**src/ccs_pkg.sv**
```systemverilog
package ccs_pkg;

    // Enable field values
    localparam logic       CAM_DISABLED      = 1'h0;
    localparam logic       CAM_ENABLED       = 1'h1;

    // Engage selector encodings
    localparam logic [3:0] ENG_IMMEDIATE     = 4'h0;
    localparam logic [3:0] ENG_DISCRETE      = 4'h1;
    localparam logic [3:0] ENG_CAPTURE       = 4'h2;

    // Disengage selector encodings
    localparam logic [3:0] DIS_NONE          = 4'h0;
    localparam logic [3:0] DIS_DISCRETE_OFF  = 4'h1;
    localparam logic [3:0] DIS_FIXED_PULSES  = 4'h2;
    localparam logic [3:0] DIS_REENGAGE      = 4'h4;
    localparam logic [3:0] DIS_EXTERNAL      = 4'h6;

    // Discrete input function code for the clutch
    localparam logic [7:0] CLUTCH_DI_CODE    = 8'h36;

    // APB register byte offsets
    localparam logic [7:0] REG_CTRL          = 8'h00;
    localparam logic [7:0] REG_FIRST_LEAD    = 8'h04;
    localparam logic [7:0] REG_REENGAGE_LEAD = 8'h08;
    localparam logic [7:0] REG_STATUS        = 8'h0C;
    localparam logic [7:0] REG_LEAD_MONITOR  = 8'h10;
    localparam logic [7:0] REG_PROFILE_POS   = 8'h14;

    // Control register field positions
    localparam int         CTRL_EN_BIT       = 0;
    localparam int         CTRL_ENG_LSB      = 4;
    localparam int         CTRL_DIS_LSB      = 8;

    // Reset values
    localparam logic [31:0] CTRL_RESET       = 32'h0000_0000;
    localparam logic [31:0] LEAD_RESET       = 32'h0000_0000;

    // Clutch states, one-hot
    typedef enum logic [2:0] {
        CCS_STOP    = 3'b001,
        CCS_LEAD    = 3'b010,
        CCS_ENGAGED = 3'b100
    } ccs_state_t;

    // Master pulse event with direction
    typedef struct packed {
        logic step;
        logic dir_neg;
    } ccs_pulse_t;

    // Control fields
    typedef struct packed {
        logic [3:0] dis_sel;
        logic [3:0] eng_sel;
        logic       enable;
    } ccs_ctrl_t;

endpackage

```
**src/ccs_clutch.sv**
```systemverilog
`timescale 1ns/10ps
module ccs_clutch
    import ccs_pkg::*;
#(
    parameter int LEAD_W = 32,
    parameter int POS_W  = 32
) (
    // Clock and reset
    input  wire logic              sys_clk,
    input  wire logic              rst,
    // APB slave
    input  wire logic              psel,
    input  wire logic              penable,
    input  wire logic              pwrite,
    input  wire logic [7:0]        paddr,
    input  wire logic [31:0]       pwdata,
    output logic [31:0]            prdata,
    output logic                   pready,
    output logic                   pslverr,
    // Master axis and triggers
    input  wire ccs_pulse_t        master_pulse,
    input  wire logic              discrete_input,
    input  wire logic              capture_done,
    input  wire logic              disengage_req,
    // Cam profile drive
    output ccs_pulse_t             profile_step,
    output ccs_state_t             clutch_state,
    output logic                   overflow_trip
);

    ////////////////////////////////////////////////////////////////////////
    // Declarations

    ccs_ctrl_t                 ctrl;
    ccs_state_t                state;
    logic signed [LEAD_W-1:0]  lead_count;
    logic signed [LEAD_W-1:0]  first_lead;
    logic signed [LEAD_W-1:0]  reengage_lead;
    logic [POS_W-1:0]          profile_pos;
    logic                      apb_access;
    logic                      apb_wr;
    logic                      engage_cond;
    logic                      disengage_cond;
    logic                      count_step;
    logic                      count_zero;
    logic                      count_overflow;
    logic signed [LEAD_W-1:0]  next_lead;
    logic signed [LEAD_W-1:0]  away_lead;

    // Zero-count check shared by both entries into countdown
    function automatic logic is_zero(input logic signed [LEAD_W-1:0] v);
        return (v == '0);
    endfunction

    ////////////////////////////////////////////////////////////////////////
    // APB decode

    assign apb_access = psel && penable;
    assign apb_wr     = apb_access && pwrite;

    ccs_apb_regs #(
        .LEAD_W        (LEAD_W)
    ) u_regs (
        .sys_clk       (sys_clk),
        .rst           (rst),
        .wr_first      (apb_wr && (paddr == REG_FIRST_LEAD)),
        .wr_reengage   (apb_wr && (paddr == REG_REENGAGE_LEAD)),
        .wdata         (pwdata),
        .first_lead    (first_lead),
        .reengage_lead (reengage_lead)
    );

    always_ff @(posedge sys_clk or posedge rst) begin
        if (rst) begin
            pready <= 1'b0;
        end else begin
            pready <= psel && !penable;
        end
    end

    always_ff @(posedge sys_clk or posedge rst) begin
        if (rst) begin
            pslverr <= 1'b0;
        end else if (psel && !penable) begin
            pslverr <= !(paddr == REG_CTRL || paddr == REG_FIRST_LEAD ||
                         paddr == REG_REENGAGE_LEAD || paddr == REG_STATUS ||
                         paddr == REG_LEAD_MONITOR || paddr == REG_PROFILE_POS);
        end else begin
            pslverr <= 1'b0;
        end
    end

    always_ff @(posedge sys_clk or posedge rst) begin
        if (rst) begin
            prdata <= 32'h0000_0000;
        end else if (psel && !penable && !pwrite) begin
            case (paddr)
                REG_CTRL:          prdata <= {20'h00000, ctrl.dis_sel, ctrl.eng_sel,
                                              3'h0, ctrl.enable};
                REG_FIRST_LEAD:    prdata <= 32'(first_lead);
                REG_REENGAGE_LEAD: prdata <= 32'(reengage_lead);
                REG_STATUS:        prdata <= {28'h0000000, overflow_trip, state};
                REG_LEAD_MONITOR:  prdata <= 32'(lead_count);
                REG_PROFILE_POS:   prdata <= 32'(profile_pos);
                default:           prdata <= 32'h0000_0000;
            endcase
        end
    end

    ////////////////////////////////////////////////////////////////////////
    // Control register

    always_ff @(posedge sys_clk or posedge rst) begin
        if (rst) begin
            ctrl <= ccs_ctrl_t'(CTRL_RESET[8:0]);
        end else if (state == CCS_LEAD && count_overflow) begin
            ctrl.enable <= CAM_DISABLED;
        end else if (apb_wr && paddr == REG_CTRL) begin
            ctrl.enable  <= pwdata[CTRL_EN_BIT];
            ctrl.eng_sel <= pwdata[CTRL_ENG_LSB +: 4];
            ctrl.dis_sel <= pwdata[CTRL_DIS_LSB +: 4];
        end
    end

    ////////////////////////////////////////////////////////////////////////
    // Trigger conditions

    always_comb begin
        case (ctrl.eng_sel)
            ENG_IMMEDIATE: engage_cond = 1'b1;
            ENG_DISCRETE:  engage_cond = discrete_input;
            ENG_CAPTURE:   engage_cond = capture_done;
            default:       engage_cond = 1'b0;
        endcase
    end

    always_comb begin
        case (ctrl.dis_sel)
            DIS_DISCRETE_OFF: disengage_cond = !discrete_input;
            DIS_FIXED_PULSES: disengage_cond = disengage_req;
            DIS_REENGAGE:     disengage_cond = disengage_req;
            DIS_EXTERNAL:     disengage_cond = disengage_req;
            default:          disengage_cond = 1'b0;
        endcase
    end

    // A pulse counts toward engagement only in the direction of the sign
    assign count_step     = master_pulse.step &&
                            (master_pulse.dir_neg == lead_count[LEAD_W-1]);
    assign next_lead      = lead_count[LEAD_W-1] ? lead_count + 2'sd1
                                                 : lead_count - 2'sd1;
    // Wrong-direction pulses move the count away from zero
    assign away_lead      = lead_count[LEAD_W-1] ? lead_count - 2'sd1
                                                 : lead_count + 2'sd1;
    assign count_zero     = count_step && is_zero(next_lead);
    // Wrong-direction pulses push magnitude away; trip at the limit
    assign count_overflow = master_pulse.step && !count_step &&
                            (lead_count[LEAD_W-1] ?
                             (lead_count == {1'b1, {(LEAD_W-1){1'b0}}}) :
                             (lead_count == {1'b0, {(LEAD_W-1){1'b1}}}));

    ////////////////////////////////////////////////////////////////////////
    // Clutch state machine

    always_ff @(posedge sys_clk or posedge rst) begin
        if (rst) begin
            state <= CCS_STOP;
        end else if (ctrl.enable == CAM_DISABLED) begin
            state <= CCS_STOP;
        end else begin
            case (state)
                CCS_STOP: begin
                    if (engage_cond) begin
                        state <= is_zero(first_lead) ? CCS_ENGAGED : CCS_LEAD;
                    end
                end
                CCS_LEAD: begin
                    if (count_overflow) begin
                        state <= CCS_STOP;
                    end else if (count_zero || is_zero(lead_count)) begin
                        state <= CCS_ENGAGED;
                    end
                end
                CCS_ENGAGED: begin
                    if (disengage_cond && ctrl.dis_sel == DIS_REENGAGE) begin
                        state <= is_zero(reengage_lead) ? CCS_ENGAGED
                                                        : CCS_LEAD;
                    end else if (disengage_cond) begin
                        state <= CCS_STOP;
                    end
                end
                default: state <= CCS_STOP;
            endcase
        end
    end

    ////////////////////////////////////////////////////////////////////////
    // Lead pulse counter

    always_ff @(posedge sys_clk or posedge rst) begin
        if (rst) begin
            lead_count <= '0;
        end else if (ctrl.enable == CAM_DISABLED) begin
            lead_count <= '0;
        end else if (state == CCS_STOP && engage_cond) begin
            lead_count <= first_lead;
        end else if (state == CCS_ENGAGED && disengage_cond &&
                     ctrl.dis_sel == DIS_REENGAGE) begin
            lead_count <= reengage_lead;
        end else if (state == CCS_LEAD && master_pulse.step && !count_overflow) begin
            lead_count <= count_step ? next_lead : away_lead;
        end
    end

    ////////////////////////////////////////////////////////////////////////
    // Cam profile follower

    always_ff @(posedge sys_clk or posedge rst) begin
        if (rst) begin
            profile_step <= '0;
        end else begin
            profile_step.step    <= master_pulse.step && state == CCS_ENGAGED
                                    && ctrl.enable == CAM_ENABLED;
            profile_step.dir_neg <= master_pulse.dir_neg;
        end
    end

    always_ff @(posedge sys_clk or posedge rst) begin
        if (rst) begin
            profile_pos <= '0;
        end else if (master_pulse.step && state == CCS_ENGAGED &&
                     ctrl.enable == CAM_ENABLED) begin
            profile_pos <= master_pulse.dir_neg ? profile_pos - POS_W'(1)
                                                : profile_pos + POS_W'(1);
        end
    end

    always_ff @(posedge sys_clk or posedge rst) begin
        if (rst) begin
            clutch_state <= CCS_STOP;
        end else begin
            clutch_state <= state;
        end
    end

    // Sticky until software enables again
    always_ff @(posedge sys_clk or posedge rst) begin
        if (rst) begin
            overflow_trip <= 1'b0;
        end else if (state == CCS_LEAD && count_overflow) begin
            overflow_trip <= 1'b1;
        end else if (apb_wr && paddr == REG_CTRL && pwdata[CTRL_EN_BIT]) begin
            overflow_trip <= 1'b0;
        end
    end

endmodule

```
**src/ccs_apb_regs.sv**
```systemverilog
`timescale 1ns/10ps
// Small register store: two signed lead counts, each loaded from wdata on its own write strobe
module ccs_apb_regs
    import ccs_pkg::*;
#(
    parameter int LEAD_W = 32
) (
    // Clock and reset
    input  wire logic              sys_clk,
    input  wire logic              rst,
    // Write port
    input  wire logic              wr_first,
    input  wire logic              wr_reengage,
    input  wire logic [31:0]       wdata,
    // Stored values
    output logic signed [LEAD_W-1:0] first_lead,
    output logic signed [LEAD_W-1:0] reengage_lead
);

    always_ff @(posedge sys_clk or posedge rst) begin
        if (rst) begin
            first_lead <= LEAD_RESET[LEAD_W-1:0];
        end else if (wr_first) begin
            first_lead <= wdata[LEAD_W-1:0];
        end
    end

    always_ff @(posedge sys_clk or posedge rst) begin
        if (rst) begin
            reengage_lead <= LEAD_RESET[LEAD_W-1:0];
        end else if (wr_reengage) begin
            reengage_lead <= wdata[LEAD_W-1:0];
        end
    end

endmodule

```
**config.mk**
```make
export PLATFORM = sky130hd
export DESIGN_NAME = ccs_clutch
export DESIGN_NICKNAME = d
export VERILOG_FILES = /design/src/ccs_pkg.sv /design/src/ccs_clutch.sv /design/src/ccs_apb_regs.sv
export SDC_FILE = /design/constraint.sdc
export NUM_CORES = 1
export LEC_CHECK = 0
export BUFFER_PORTS_ARGS = -buffer_cell sky130_fd_sc_hd__buf_2
export CAP_MARGIN = 20
export CORE_ASPECT_RATIO = 0.8
export CORE_MARGIN = 1.5
export CORE_UTILIZATION = 50
export DETAILED_ROUTE_END_ITERATION = 7
export PLACE_DENSITY = 0.72
export SYNTH_ARGS = -nofsm -noshare
export SYNTH_HDL_FRONTEND = slang
export SYNTH_SLANG_ARGS = --single-unit
```
**constraint.sdc**
```tcl
create_clock -name sys_clk -period 18.7 [get_ports sys_clk]
set_input_delay 3.74 -clock sys_clk [delete_from_list [all_inputs] [get_ports sys_clk]]
set_output_delay 3.74 -clock sys_clk [all_outputs]
set_load 0.05 [all_outputs]
```
; Yosys cells after proc, flatten, opt, wreduce, memory -nomap -nowiden
; Index checks and enable logic that the tools add are counted.
[totals]
reg_bits = 180
word_cells = 111
[op_classes]
add_sub_neg = 4
eq_ne = 21
muxes = 26
bitwise = 1
n_reduce_logical = 44
[ops]
columns = cell, n
row1 = 2-to-1 mux 32 bit, 8
row2 = one-hot mux 32 bit (6 select lines), 1
row3 = logical NOT 32 bit, 4
row4 = adder 32 x 1 -> 32 bit (second input constant), 1
row5 = adder 32 x 2 -> 32 bit (second input constant), 1
row6 = == test 32 x 31 -> 1 bit (second input constant), 1
row7 = == test 32 bit (second input constant), 1
row8 = subtractor 32 x 1 -> 32 bit (second input constant), 1
row9 = subtractor 32 x 2 -> 32 bit (second input constant), 1
row10 = 2-to-1 mux 3 bit, 8
row11 = logical AND 1 bit, 21
row12 = == test 8 x 4 -> 1 bit (second input constant), 2
row13 = == test 8 x 5 -> 1 bit (second input constant), 2
row14 = one-hot mux 3 bit (3 select lines), 1
row15 = == test 4 x 1 -> 1 bit (second input constant), 2
row16 = == test 4 x 2 -> 1 bit (second input constant), 2
row17 = == test 4 x 3 -> 1 bit (second input constant), 2
row18 = == test 8 x 3 -> 1 bit (second input constant), 1
row19 = logical NOT 8 bit, 1
row20 = != test 4 bit (second input constant), 2
row21 = logical NOT 1 bit, 6
row22 = logical OR 1 bit, 6
row23 = 2-to-1 mux 1 bit, 6
row24 = logical NOT 4 bit, 1
row25 = 13 further kinds, 14

; Longest topological paths before layout
[logic_depth]
word_depth = 11
mapped_depth = 13

; By module
; From an unflattened synthesis, not the netlist that was laid out.
[unflattened]
cells_unflattened = 1427
area_unflattened_um2 = 12667.1
[modules_own_cells]
columns = module, instances, cells_per_inst, area_per_inst_um2, seq_area_each_um2
row1 = ccs_clutch, 1, 1290, 9973.3, 2905.3
row2 = ccs_apb_regs, 1, 137, 2693.8, 1601.5

; Least setup slack after synthesis
; No wires, ideal clock.
[synth_path]
path_kind = input -> register
startpoint = in master_pulse[0] in the netlist's numbering
endpoint = reg profile_pos[31]
setup_time_ns = 0.122
t_arrival_ns = 6.394
required_time_ns = 18.578
path_slack_ns = 12.184
path_stages = 10
n_path_buf = 0
path_cell_list = ha_1 a2111oi_0 o21ai_0 a41o_1 a311o_1 a2111oi_0 o211ai_1 nand4_1 or3b_1 xor2_1
[synth_between]
elab_chain_cells = 1
[synth_lines]
columns = item, line
row1 = from (decl), ccs_clutch.sv:21  ; input wire ccs_pulse_t master_pulse,
row2 = 2-to-1 mux 32 bit, ccs_clutch.sv:233  ; profile_pos <= master_pulse.dir_neg ? profile_pos - POS_W'(1)
row3 = to (signal assigned), ccs_clutch.sv:233
row4 = to (decl), ccs_clutch.sv:39  ; logic [POS_W-1:0] profile_pos;
; No other way between the ends.
; A chain may end at the register's enable or synchronous reset.

; Final worst setup path
; Ends and elaborated chain as after synthesis.

==> metrics <==
outcome completed; number of post-CTS setup repair buffers 0; Area growth, synth to finish 9.50%; start point of the worst min-delay path state[0]$_DFFE_PP1P_; top library cells by usage in the layout, fill and taps aside sky130_fd_sc_hd__nand2_1, sky130_fd_sc_hd__dfrtp_1, sky130_fd_sc_hd__o21ai_0; Hold Fails Final Rpt 0; arrival time of data at the critical path endpoint 7.37 ns; share of the clock period used by the worst path after layout 0.377; netlist area before placement 12100 um2; setup skew after layout 0.0117 ns; setup repair after global routing missed its margin no; Clock Sink Count 180; core region area 23600 um2; clock latency reported for the late side of the worst-skew pair about 0.43 ns; cell type with the highest aggregate area in the netlist sky130_fd_sc_hd__dfrtp_1; number of library cell types mapped by synthesis 87; via count of the routed design 11000; post-route setup TNS 0 ns; required arrival time at the worst endpoint 19.01 ns; ranking of synthesized cells by area sky130_fd_sc_hd__dfrtp_1, sky130_fd_sc_hd__mux2_2, sky130_fd_sc_hd__nand2_1; nets@finish 1454; sort of element at the end of the critical path register; fraction of registers with async set/reset 1.00; maximum fanout along the worst path 42; Synthesized Nets 1431; cell count after synthesis between 1000 and 1500; number of buffers inserted by port buffering 89; Total GRT Usage 0.305; HP Class register to register; fraction of post-synthesis cell area in the top cell type by area 0.368; initial DRC count between 1000 and 1500; kind of cell adding the most delay to the critical path compound AO/OA/AOI/OAI gates; placed wire-length estimate roughly 26000 um; cell seen most often among critical-path stages sky130_fd_sc_hd__a2111oi_0; most common cell after layout, fill and taps aside sky130_fd_sc_hd__nand2_1; Max Slew Vio Count 0; number of ports placed on the die boundary 90; CP Class input pin to register; # hold bufs at CTS 0; number of antenna violations at the first check in global routing 1; root buffer cell sky130_fd_sc_hd__clkbuf_16; detailed-route DRC error count 0; flip-flop and latch count after synthesis 180; slowest stage cell, crit path sky130_fd_sc_hd__a2111oi_0; Die Span X roughly 180 um; areal power density over the cells 64.5 nW/um2; post-synthesis area per instance around 9 um2; floorplan die area 25100 um2; main flop type after synthesis sky130_fd_sc_hd__dfrtp_1; cells resized by post-CTS repair 0; type of element launching the critical path input pin; # H-tree levels 4; fraction of final layout cells sized beyond drive strength 1 0.178; residual overflow from global routing 0; Yosys Warn Count 0; Crit Reg-Reg Startpoint lead_count[31]$_DFFE_PP0P_; WL final 37300 um; number of enable flip-flop cells after synthesis 0; global-route wire length before repair approximately 59000 um; maximum achievable frequency 0.142 GHz; FP Rows 50; routed len/inst ~22 um; Die Height 142 um; cell-by-cell listing of the critical path buf_2 -> buf_4 -> ha_1 -> a2111oi_0 -> o21ai_0 -> a41o_1 -> a311o_1 -> a2111oi_0 -> o211ai_1 -> nand4_1 -> or3b_1 -> xor2_1; Static Leak 0.00612 uW; CTS tree built; Slowest Stage Delay on Critical Path 0.65 ns; share of the core filled with cells in the final layout 0.561; Final Critical Period around 7.1 ns; final number of setup-violating endpoints 0; largest net degree at the start of global routing 68; sequential fraction of the synthesis area 0.373; Routability Congestion 0.943; CTS clock-pin slew for the worst setup and hold paths 0.07 ns; Least-Margin Pin Slew 0.998 ns; detail-routed via count per cell 6.51; worst path buffer plus inverter count 2; first element of the critical path master_pulse[0]; count of maximum capacitance violations 0; cts bufs inserted 17; clock tree buffer depth 2; number of global-route vias before repair 10400; Worst slew margin 0.330; effective utilization at floorplan 0.513; maximum vdd ir drop 0.0563 mV; 1st-pass router iterations 6; number of nets still failing antenna checks after routing 0
## synth_stat cells (15+ instances only)
library cell,n
sky130_fd_sc_hd__nand4_1,24
sky130_fd_sc_hd__nand2_1,202
sky130_fd_sc_hd__a21oi_1,38
sky130_fd_sc_hd__nor3_1,30
sky130_fd_sc_hd__o211ai_1,49
sky130_fd_sc_hd__dfrtp_1,178
sky130_fd_sc_hd__nor2_1,50
sky130_fd_sc_hd__a21o_1,18
sky130_fd_sc_hd__ha_1,35
sky130_fd_sc_hd__xnor2_1,43
sky130_fd_sc_hd__and3_1,15
sky130_fd_sc_hd__a222oi_1,24
sky130_fd_sc_hd__clkbuf_1,76
sky130_fd_sc_hd__nor4_1,33
sky130_fd_sc_hd__nand3_1,33
sky130_fd_sc_hd__inv_1,18
sky130_fd_sc_hd__o21ai_0,106
sky130_fd_sc_hd__mux2_2,74
sky130_fd_sc_hd__a22o_1,32
sky130_fd_sc_hd__xor2_1,39
## kinds of logic after synthesis
group	count (synthesis)	share of synthesized area
multiplexers	87	0.0797
XOR/XNOR	82	0.0594
AO/OA/AOI/OAI	370	0.212
adder cells (fa/ha/maj)	36	0.0379
buffers and inverters	126	0.0484
AND/OR/NAND/NOR	464	0.190
flip-flops	180	0.373
## layer usage
layer  share of wire  up-vias  global-route usage
li1                -     5061                   -
met1            0.44     5290               0.464
met2            0.42      624               0.434
met3            0.12       58              0.0670
met4           0.017        0              0.0723
met5               0        -                   0
## registers in the layout, indices dropped and copies added, names as in the netlist
| name | cells |
|---|---|
| clutch_state | 3 |
| ctrl | 9 |
| lead_count | 32 |
| overflow_trip | 1 |
| prdata | 32 |
| pready | 1 |
| profile_pos | 32 |
| profile_step | 2 |
| pslverr | 1 |
| state | 3 |
| u_regs.first_lead | 32 |
| u_regs.reengage_lead | 32 |
## layout make-up
cell class	instances	area, um2
clock inverters	13	188
repair buffers	110	603
clock buffers	19	443
well taps	312	390
flip-flops and latches	180	4510
inverters	20	80.1
fillers	2062	10300
diodes	1	2.50
multi-input cells	1039	7030
## power breakdown
group,internal [uW],switching (uW),leakage (uW)
registers,392,4.08,0.00249
logic,25.4,45.6,0.00332
clock network,220,167,0.000307
total,637,217,0.00612
## final timing paths
kind                                                to  slack [ns]  cells past startpoint
max                        profile_pos[31]$_DFFE_PP0P_       11.64                     12
min                          clutch_state[0]$_DFF_PP1_        0.44                      0
max reg2reg                       state[2]$_DFFE_PP0P_       14.37                     11
min reg2reg                  clutch_state[0]$_DFF_PP1_        0.44                      0
max in group asynchronous    lead_count[1]$_DFFE_PP0P_       14.11                      3
min in group asynchronous    profile_step[0]$_DFF_PP0_        3.34                      2
## through the flow
stage               hold WS [ns]  std cells  worst slack, ns  cell area, um2  total power (uW)
global placement           0.410       1661            11.26           12600               472
detailed placement         0.417       1661            11.25           12600               473
finish                     0.439       1694            11.64           13200               854
floorplan                  0.375       1345            10.08           12100               450
global route               0.435       1694            11.41           13200               882
CTS                        0.429       1693            11.67           13200               857
(Power assumes the default switching activity.)
